[config.mk]
export PLATFORM = sky130hd
export DESIGN_NAME = encfe_enumerate
export DESIGN_NICKNAME = d
export VERILOG_FILES = /design/src/pkg/encfe_pkg.sv /design/src/hdl/encfe_enumerate.sv
export SDC_FILE = /design/constraint.sdc
export NUM_CORES = 1
export LEC_CHECK = 0
export ABC_CLOCK_PERIOD_IN_PS = 2000
export BUFFER_PORTS_ARGS = -buffer_cell sky130_fd_sc_hd__buf_2
export CORE_AREA = 2 2 155 157
export CTS_BUF_LIST = sky130_fd_sc_hd__clkbuf_4 sky130_fd_sc_hd__clkbuf_8 sky130_fd_sc_hd__clkbuf_16
export DETAILED_ROUTE_END_ITERATION = 6
export DIE_AREA = 0 0 157 159
export PLACE_DENSITY_LB_ADDON = 0.15
export REMOVE_ABC_BUFFERS = 1
export SETUP_SLACK_MARGIN = 0.5
export SYNTH_ARGS = -nofsm -noshare
export SYNTH_HDL_FRONTEND = slang
export SYNTH_SLANG_ARGS = --single-unit
[constraint.sdc]
create_clock -name i_core_clk -period 2 [get_ports i_core_clk]
set_clock_uncertainty 0.15 [all_clocks]
set_input_delay 0.4 -clock i_core_clk [delete_from_list [all_inputs] [get_ports i_core_clk]]
set_output_delay 0.4 -clock i_core_clk [all_outputs]
set_load 0.005 [all_outputs]
[src/pkg/encfe_pkg.sv]
// Purpose: constants for the enclave feature enumeration block
// Assumes: 32-bit result words, leaf and sub-leaf selectors 32 bits
// Notes:   capability values are parameters of the top module
package encfe_pkg;
  // leaves
  localparam logic [31:0] LEAF_FEATURES  = 32'h0000_0007;
  localparam logic [31:0] LEAF_ENCLAVE   = 32'h0000_0012;
  localparam logic [31:0] SUB_CAPS       = 32'h0000_0000;
  localparam logic [31:0] SUB_ATTRS      = 32'h0000_0001;
  localparam logic [31:0] SUB_SECT_FIRST = 32'h0000_0002;
  // feature control register bits
  localparam int FC_LOCK_BIT   = 0;
  localparam int FC_OPT_IN_BIT = 18;
  // leaf 07H second word
  localparam int FEAT_ENCLAVE_BIT = 2;
  // sub-leaf 0 first word bits
  localparam int CAP_BASE_BIT    = 0;
  localparam int CAP_DYN_BIT     = 1;
  localparam int CAP_VIRT_BIT    = 5;
  localparam int CAP_CONFL_BIT   = 6;
  // field widths
  localparam int MAX_SIZE_W      = 8;
  localparam int SECT_TYPE_W     = 4;
  localparam int ADDR_LO_W       = 20;
  localparam int ADDR_LO_LSB     = 12;
  localparam int ADDR_HI_W       = 20;
  // section type and protection encodings
  localparam logic [3:0] SECT_INVALID = 4'h0;
  localparam logic [3:0] SECT_VALID   = 4'h1;
  localparam logic [3:0] PROT_CONF_INT = 4'h1;
  localparam logic [3:0] PROT_CONF     = 4'h2;
  // number of protected memory sections built in
  localparam int NUM_SECT = 2;
  // instruction outcome codes
  typedef enum logic [1:0] {
    ENCFE_EXEC_OK = 2'h0,
    ENCFE_EXEC_UD = 2'h1,
    ENCFE_EXEC_GP = 2'h3
  } encfe_outcome_t;
endpackage
[src/hdl/encfe_enumerate.sv]
// Purpose: answers identification queries for the enclave extension and
//          gates enclave instructions on the firmware opt-in state
// Assumes: one hardware thread per instance; query results registered
// Notes:   feature control register write port lives here as well
//
// Summary of operation
// leaf 07H second word bit 2 flags support
// leaf 12H answered when feature flag set
// sub-leaf content depends on configuration only
// firmware sets opt-in bit before configuration
// opted in only when enable and lock
// opt-in bit writes obey lock rules
// opt-in bit never alters query results
// fault invalid-opcode, general-protection, or execute
// results kept per hardware thread
// configured device returns four valid sub-leaves
// sub-leaf 0 bits 0,1 instruction sets
// bits 5,6 extra sets; others zero
// second word misc mask; third zero
// fourth word max size logs, top zero
// sub-leaf 1 gives attribute masks; creation checks
// sub-leaf 2 up reports memory sections
// software scans sections until invalid type
// invalid sub-leaves return all zero
// type 0000b invalid, 0001b valid section
// base address split across two words
// third word encodes protection type
// no feature means leaf 12H zero
// results depend only on selectors
`timescale 1ns/1ns
`default_nettype none
module encfe_enumerate #(
  parameter logic        P_FEATURE    = 1'b1,
  parameter logic        P_BASE_SET   = 1'b1,
  parameter logic        P_DYN_SET    = 1'b1,
  parameter logic        P_VIRT_SET   = 1'b0,
  parameter logic        P_CONFL_SET  = 1'b0,
  parameter logic [31:0] P_MISC_MASK  = 32'h0000_0001,
  parameter logic [7:0]  P_MAX_LEGACY = 8'h1F,
  parameter logic [7:0]  P_MAX_WIDE   = 8'h24,
  parameter logic [127:0] P_ATTR_MASK  =
    128'h0000_0000_0000_001F_0000_0000_0000_0036,
  parameter logic [103:0] P_SECT_BASE  =
    {52'h0_0000_8000_0000, 52'h0_0000_4000_0000},
  parameter logic [103:0] P_SECT_SIZE  =
    {52'h0_0000_0200_0000, 52'h0_0000_0400_0000},
  parameter logic [7:0]   P_SECT_PROT  = {4'h2, 4'h1}
) (
  input  wire logic        i_core_clk,
  input  wire logic        i_reset_n,
  // identification query
  input  wire logic        i_query_valid,
  input  wire logic [31:0] i_query_leaf,
  input  wire logic [31:0] i_query_subleaf,
  output logic             o_query_done,
  output logic [31:0]      o_result_word_first,
  output logic [31:0]      o_result_word_second,
  output logic [31:0]      o_result_word_third,
  output logic [31:0]      o_result_word_fourth,
  // feature control register write and read
  input  wire logic        i_fc_write,
  input  wire logic [31:0] i_fc_wdata,
  output logic [31:0]      o_feature_control_register,
  // enclave instruction gate
  input  wire logic        i_encl_valid,
  input  wire logic        i_encl_is_create,
  input  wire logic [127:0] i_encl_enclave_attribute_field,
  output logic             o_encl_done,
  output logic             o_invalid_opcode_fault,
  output logic             o_general_protection_fault,
  output logic             o_encl_execute,
  output logic             o_opted_in
);

  // ---------------------------------------------------------------
  // reset release
  // ---------------------------------------------------------------
  logic rst_meta_reg;
  logic rst_n_reg;

  // two stage release of the asynchronous reset
  always_ff @(posedge i_core_clk or negedge i_reset_n) begin
    if (!i_reset_n) begin
      rst_meta_reg <= 1'b0;
      rst_n_reg    <= 1'b0;
    end else begin
      rst_meta_reg <= 1'b1;
      rst_n_reg    <= rst_meta_reg;
    end
  end

  // ---------------------------------------------------------------
  // feature control register
  // ---------------------------------------------------------------
  logic [31:0] fc_reg;
  logic [31:0] fc_next;
  logic        fc_locked;
  logic        fc_opt_in;
  logic        opted_in;

  assign fc_locked = fc_reg[encfe_pkg::FC_LOCK_BIT];
  assign fc_opt_in = fc_reg[encfe_pkg::FC_OPT_IN_BIT];
  // lock freezes writes
  assign fc_next   = (i_fc_write && !fc_locked) ? i_fc_wdata : fc_reg;
  // both bits needed
  assign opted_in  = fc_locked && fc_opt_in;

  // register write path, frozen once locked
  always_ff @(posedge i_core_clk or negedge rst_n_reg) begin
    if (!rst_n_reg) begin
      fc_reg <= 32'h0000_0000;
    end else begin
      fc_reg <= fc_next;
    end
  end

  // ---------------------------------------------------------------
  // query decode
  // ---------------------------------------------------------------
  // one select bit covers the two built-in sections
  localparam int NUM_IDX_W = 1;

  logic        is_feat_leaf;
  logic        is_encl_leaf;
  logic        sub_is_caps;
  logic        sub_is_attrs;
  logic        sub_is_sect;
  logic [31:0] sect_idx;
  logic        sect_in_range;
  logic [31:0] w1;
  logic [31:0] w2;
  logic [31:0] w3;
  logic [31:0] w4;
  logic [31:0] caps_first;
  logic [31:0] caps_fourth;
  logic [51:0] sect_base;
  logic [51:0] sect_size;
  logic [3:0]  sect_prot;
  logic [31:0] sect_w1;
  logic [31:0] sect_w2;
  logic [31:0] sect_w3;
  logic [31:0] sect_w4;
  logic [NUM_IDX_W-1:0] sect_sel;

  assign is_feat_leaf = (i_query_leaf == encfe_pkg::LEAF_FEATURES)
                        && (i_query_subleaf == encfe_pkg::SUB_CAPS);
  // leaf 12H only with feature
  // absent feature gives zeros
  assign is_encl_leaf = (i_query_leaf == encfe_pkg::LEAF_ENCLAVE)
                        && P_FEATURE;
  assign sub_is_caps  = (i_query_subleaf == encfe_pkg::SUB_CAPS);
  assign sub_is_attrs = (i_query_subleaf == encfe_pkg::SUB_ATTRS);
  assign sect_idx     = i_query_subleaf - encfe_pkg::SUB_SECT_FIRST;
  // sections need both instruction sets
  assign sect_in_range = (i_query_subleaf >= encfe_pkg::SUB_SECT_FIRST)
                         && (sect_idx < 32'(encfe_pkg::NUM_SECT))
                         && P_BASE_SET && P_DYN_SET;
  assign sect_sel     = sect_idx[NUM_IDX_W-1:0];

  // instruction set bits
  // extra sets, reserved bits zero
  always_comb begin
    caps_first = 32'h0000_0000;
    caps_first[encfe_pkg::CAP_BASE_BIT]  = P_BASE_SET;
    caps_first[encfe_pkg::CAP_DYN_BIT]   = P_DYN_SET;
    caps_first[encfe_pkg::CAP_VIRT_BIT]  = P_VIRT_SET;
    caps_first[encfe_pkg::CAP_CONFL_BIT] = P_CONFL_SET;
  end
  // size logs, upper half zero
  assign caps_fourth = {16'h0000, P_MAX_WIDE, P_MAX_LEGACY};

  // section table lookup
  assign sect_base = P_SECT_BASE[sect_sel*52 +: 52];
  assign sect_size = P_SECT_SIZE[sect_sel*52 +: 52];
  assign sect_prot = P_SECT_PROT[sect_sel*4 +: 4];
  // valid type code
  // base address split
  assign sect_w1 = {sect_base[31:12], 8'h00, encfe_pkg::SECT_VALID};
  assign sect_w2 = {12'h000, sect_base[51:32]};
  // protection encoding
  assign sect_w3 = {sect_size[31:12], 8'h00, sect_prot};
  assign sect_w4 = {12'h000, sect_size[51:32]};

  // opt-in bit never read here
  // selection from selectors only
  // caps, enclave_attribute_field, sections valid
  always_comb begin
    w1 = 32'h0000_0000;
    w2 = 32'h0000_0000;
    w3 = 32'h0000_0000;
    w4 = 32'h0000_0000;
    if (is_feat_leaf) begin
      // feature flag bit
      w2[encfe_pkg::FEAT_ENCLAVE_BIT] = P_FEATURE;
    end else if (is_encl_leaf && sub_is_caps) begin
      // misc mask, third word zero
      w1 = caps_first;
      w2 = P_MISC_MASK;
      w4 = caps_fourth;
    end else if (is_encl_leaf && sub_is_attrs) begin
      // attribute masks
      w1 = P_ATTR_MASK[31:0];
      w2 = P_ATTR_MASK[63:32];
      w3 = P_ATTR_MASK[95:64];
      w4 = P_ATTR_MASK[127:96];
    end else if (is_encl_leaf && sect_in_range) begin
      // configured sections only
      w1 = sect_w1;
      w2 = sect_w2;
      w3 = sect_w3;
      w4 = sect_w4;
    end
    // anything else stays zero
  end

  // ---------------------------------------------------------------
  // result registers
  // ---------------------------------------------------------------
  // one copy per thread instance
  always_ff @(posedge i_core_clk or negedge rst_n_reg) begin
    if (!rst_n_reg) begin
      o_query_done         <= 1'b0;
      o_result_word_first  <= 32'h0000_0000;
      o_result_word_second <= 32'h0000_0000;
      o_result_word_third  <= 32'h0000_0000;
      o_result_word_fourth <= 32'h0000_0000;
    end else begin
      o_query_done <= i_query_valid;
      if (i_query_valid) begin
        o_result_word_first  <= w1;
        o_result_word_second <= w2;
        o_result_word_third  <= w3;
        o_result_word_fourth <= w4;
      end
    end
  end

  // ---------------------------------------------------------------
  // enclave instruction gate
  // ---------------------------------------------------------------
  encfe_pkg::encfe_outcome_t outcome;
  logic attr_ok;

  // creation refuses unmasked enclave_attribute_field
  assign attr_ok = !i_encl_is_create
                   || ((i_encl_enclave_attribute_field & ~P_ATTR_MASK) == 128'h0);

  // fault selection
  assign outcome = !P_FEATURE ? encfe_pkg::ENCFE_EXEC_UD :
                   !opted_in  ? encfe_pkg::ENCFE_EXEC_GP :
                   !attr_ok   ? encfe_pkg::ENCFE_EXEC_GP :
                                encfe_pkg::ENCFE_EXEC_OK;

  // registered outcome of each enclave instruction
  always_ff @(posedge i_core_clk or negedge rst_n_reg) begin
    if (!rst_n_reg) begin
      o_encl_done                <= 1'b0;
      o_invalid_opcode_fault     <= 1'b0;
      o_general_protection_fault <= 1'b0;
      o_encl_execute             <= 1'b0;
      o_opted_in                 <= 1'b0;
      o_feature_control_register <= 32'h0000_0000;
    end else begin
      o_encl_done                <= i_encl_valid;
      o_invalid_opcode_fault     <= i_encl_valid &&
                                    (outcome == encfe_pkg::ENCFE_EXEC_UD);
      o_general_protection_fault <= i_encl_valid &&
                                    (outcome == encfe_pkg::ENCFE_EXEC_GP);
      o_encl_execute             <= i_encl_valid &&
                                    (outcome == encfe_pkg::ENCFE_EXEC_OK);
      o_opted_in                 <= opted_in;
      o_feature_control_register <= fc_next;
    end
  end

endmodule
`default_nettype wire

# Word-level counts from Yosys, hierarchy flattened
# Cells that the tools add are included.
# classes
n_eq_ne	5
reduce_logical	16
multipliers	1
n_shift	3
n_lt_le_gt_ge	2
add_sub_neg	1
mux	20
# op_table
op	n
$mux 32	11
$shiftx 104x8->52 const A	2
$logic_not 128->1	1
$mux 20	4
$eq 32x1->1 const B	1
$eq 32x3->1 const B	1
$eq 32x5->1 const B	1
$ge 32x2->1 const B	1
$logic_not 32->1	1
$lt 32x2->1 const B	1
$sub 32x2->32 const B	1
$mux 29	1
$logic_and 1x1->1	10
$shiftx 8x4->4 const A	1
$mux 2	3
$mul 1x4->5 const B	1
$eq 2x1->1 const B	1
$eq 2x2->1 const B	1
$logic_not 1->1	2
$logic_not 2->1	1
$logic_or 1x1->1	1
$mux 1	1
# word_totals
register_bits	168
output_inout_bits	166
input_bits	230
wordCells	61

# Longest topological paths before layout
# depth
word_depth	8
depth_mapped	8

# Worst setup path before layout
# Ideal clock, no wire load.
# synth_timing
path_type	in2reg
start	input port i_query_subleaf[1]
end	register o_result_word_first[30]
path_slack_ns	-0.351
cell_stages	8
arrival_ns	2.123
cell_sequence	inv_1 -> ha_1 -> or3b_4 -> or4b_1 -> o311ai_1 -> o2111ai_1 -> nand4bb_4 -> o2bb2ai_1
# synth_via
elab_chain_cells	8
word_cells_on_any_way	14
cone_classes	add/sub (1); order compare (2); eq/ne (1); mux (4); reduce/logical (6)
# synth_rtl
item	line	source
start, declared	encfe_enumerate.sv:54	input wire logic [31:0] i_query_subleaf,
$sub 32x2->32	encfe_enumerate.sv:153	assign sect_idx = i_query_subleaf - encfe_pkg::SUB_SECT_FIRST;
$lt 32x2->1	encfe_enumerate.sv:156	&& (sect_idx < 32'(encfe_pkg::NUM_SECT))
$logic_and 1x1->1	encfe_enumerate.sv:156	
$logic_and 1x1->1	encfe_enumerate.sv:206	end else if (is_encl_leaf && sect_in_range) begin
$mux 32	encfe_enumerate.sv:206	
$mux 32	encfe_enumerate.sv:200	end else if (is_encl_leaf && sub_is_attrs) begin
$mux 32	encfe_enumerate.sv:195	end else if (is_encl_leaf && sub_is_caps) begin
$mux 32 (*)	encfe_enumerate.sv:192	if (is_feat_leaf) begin
end signal, assigned	encfe_enumerate.sv:230	o_result_word_first <= w1;
end, declared	encfe_enumerate.sv:56	output logic [31:0] o_result_word_first,
# Every way passes the cells marked *; elsewhere a longest branch is shown, timed or not.
# A chain may end at the register's enable or synchronous reset.

# Worst setup path in the final report
# layout_timing
start	input port i_query_subleaf[2]
end	register o_result_word_first[30]
# The elaborated chain is that of the path after synthesis.

==> impl_metrics.yaml <==
final_layout:
  final_cells: 988
  largest_reg_flops: 32
  seq_area_um2: 1200
  largest_registers: "o_feature_control_register: 32 flops, o_result_word_first: 4 flops, o_result_word_third: 3 flops"
  n_antenna_cell: 0
  multi_input_area_um2: 2160
  utilization_pct: 25.5
  fillers: 2530
  area_delta_synth_final_pct: 73.8
  regMostFlops: "o_feature_control_register"
  nets: 899
  drive_gt1_share_pct: 65.3
power_and_ir_drop:
  power_frac_seq_pct: 39.2
  combinationalPowerShare_pct: 28.4
  net-switching-power_mw: 0.875
  p_leak_nw: 2.89
  p_int_mw: 2.19
  ir_drop_uv: 308
  clkPwrFrac_pct: 32.4
  switching_share_pct: 28.6
  powerDensity_nw_per_um2: 517
timing:
  setup_slack_ns: -0.181
  fmax_mhz: 458
  final-hold-violation-count: 0
  final.hold.worst_slack_ns: 0.0869
  rsz0062_at_grt: "yes"
  setup_viol: 5
  maxSlewViolCount: 0
  final.period_utilization_pct: 109
  setup_tns_ns: -0.727
  min_period_ns: 2.18
synth:
  synth-compound-area-share_pct: 5.77
  synthMuxAreaShare_pct: 10.8
  synth-async-reset-ratio_pct: 100
  synthSimpleGateAreaFrac_pct: 19.7
  synth-edff-count: 0
  synth_cell_types: 45
  synth_warnings: 0
  ys_seq_elements: 48
  synth_top_family_by_area: "buffers and inverters"
  syn_inst: 346
  synth_top_flop_cell: "dfrtp_1"
  syn_area_per_cell_um2: 9.84
  synth_fa_ha_area_share_pct: 0.368
  syn_area_um2: 3400
  ys_seq_area_share_pct: 35.3
  synth-xor-area-share_pct: 0.515
clocking:
  insertion_delay_ns: 0.30
  clock_sinks: 48
  cts_tree: "yes"
  clockBufferDepth: 2
  root_buffer: "clkbuf_16"
  htreeDepth: 2
  path_clk_slew_ns: 0.07
  cts_made_buffers: 5
detailed_routing:
  vias: 3579
  postRouteAntennaNets: 0
  routed_wl_um: 14200
  drc: 0
  first_iter_violations: 48
  vias_per_cell: 3.62
  drt-pass1-iter-count: 4
  wl_per_cell_um: 14.4
critical_path:
  crit_start: "i_query_subleaf[2]"
  crit_type: "in -> reg"
  cp-end-kind: "flip-flop"
  regToRegStartpoint: "o_feature_control_register[0]$_DFFE_PN0P_"
  cp_max_fo: 4
  start_kind: "input port"
  reg2reg_depth: 3
  critical_path_arrival_ns: 2.26
  cp.required_ns: 2.08
floorplan:
  die-width_um: 157
  rows: 56
  die-area_um2: 25000
  die_h_um: 159
  start_util_pct: 14.7
  coreArea_um2: 23200
  io_pins: 396
grt:
  grt_pass1_vias: 3608
  grt_usage_pct: 10.3
  grt_pass1_wl_um: 19900
  overflow: 0
  antenna_found_initial: 0
  grt_max_degree: 42
hold_path:
  min-delay-path-class: "in -> reg"
  hold_start: "i_encl_valid"
  holdPathStages: 1
placement:
  routabilityCongestion: 0.824
  port-buffer-count: 280
  dpl.hpwl_um: 11400
  placed_cells: 970
outcome:
  violations: "setup timing"
  status: "finished, violations left"
run:
  max-cap-violations: 0
[synth_stat cells (all sizes together) (3+ instances only)]
master	n	area (um^2)
buf	120	901
clkbuf	3	11.3
dfrtp	48	1200
inv	3	11.3
mux2	31	349
nand2	8	30.0
nand4	16	100
nor2	9	33.8
nor2b	3	18.8
nor3	9	45.0
nor4	46	288
o2bb2ai	5	43.8
or4	3	22.5
[path summary, 6_finish.rpt]
path,end,slack (ns)
max,o_result_word_first[30]$_DFFE_PN0P_,-0.18
min,o_encl_done$_DFF_PN0_,0.09
max reg2reg,o_feature_control_register[23]$_DFFE_PN0P_,0.57
min reg2reg,o_feature_control_register[16]$_DFFE_PN0P_,0.12
max in group asynchronous,o_general_protection_fault$_DFF_PN0_,0.93
min in group asynchronous,o_feature_control_register[16]$_DFFE_PN0P_,0.12
[critical path, stage by stage]
cell	delay, ns
buf_8	0.10
inv_4	0.05
ha_4	0.13
or3b_4	0.40
or4b_4	0.51
o311ai_4	0.09
o2111ai_2	0.16
nand4bb_4	0.26
o2bb2ai_2	0.16
[per-stage QoR]
step / instance area [um^2] / power [mW] / setup slack (ns)
finish: 5910 / 3.06 / -0.181
global route: 5910 / 3.26 / -0.274
CTS: 5590 / 3.09 / -0.201
detailed placement: 5040 / 1.97 / -0.556
global placement: 5040 / 1.99 / -0.556
floorplan: 2890 / 1.47 / -0.504
[area by class of cell]
type	count	share of cell area, %
clock buffers	5	2.12
clock inverters	3	0.719
inverters	4	0.338
multi-input cells	276	36.6
flip-flops and latches	48	20.3
well taps	319	6.75
repair buffers	333	33.2
[cells in the final DEF (no fill, tap or decap), types with 2 or more instances in the layout]
cell type,instances
nor2b_1,2
buf_6,19
nor3_1,6
inv_4,2
a21o_1,2
o2bb2ai_2,2
o2bb2ai_1,3
mux2_2,31
nand4_1,16
nand2_1,6
buf_4,43
xnor2_1,2
nor4_4,13
nand2b_1,2
nor3_2,2
nor4_1,10
nor2_1,8
o41ai_1,2
buf_2,265
dfrtp_1,47
and2_1,2
nor4_2,23
clkbuf_16,6
a22oi_1,2
dlygate4sd3_1,2
buf_12,2
or4_4,2
conb_1,107
[kinds of logic (layout without fill, tap and decap cells)]
group,count (synthesis),after routing
xor gates and xnor gates,2,2
DFF,48,48
and+or+nand+nor,109,109
AOI/OAI and AO/OA,24,24
buffers and inverters,127,345
adders and majority gates,1,1
other,2,107
muxes,33,33
[timing repair]
action	in CTS	in global routing
gates cloned	0	1
setup buffers	5	2
pin swaps	29	21
hold buffers	2	0
endpoints found under the setup margin	11	31
gates resized for setup	62	46
hold endpoints to repair	7	0
[power by group through the flow]
stage / clock network, mW / registers, mW / logic, mW
finish: 0.991 / 1.20 / 0.868
global route: 1.08 / 1.22 / 0.954
CTS: 1.07 / 1.20 / 0.818
detailed placement: 0 / 1.22 / 0.758
global placement: 0 / 1.22 / 0.769
floorplan: 0 / 1.24 / 0.227
[metal layers]
layer	up-vias	part of all wire [%]	GRT usage, %	wire [um]
met3	19	9.2	3.78	1310
met4	0	1.5	2.34	206
li1	1692	-	-	-
met1	1658	41	12.6	5830
met2	210	48	17.2	6850
met5	-	0	0	0
No activity file was read; power rests on OpenSTA's default activity.
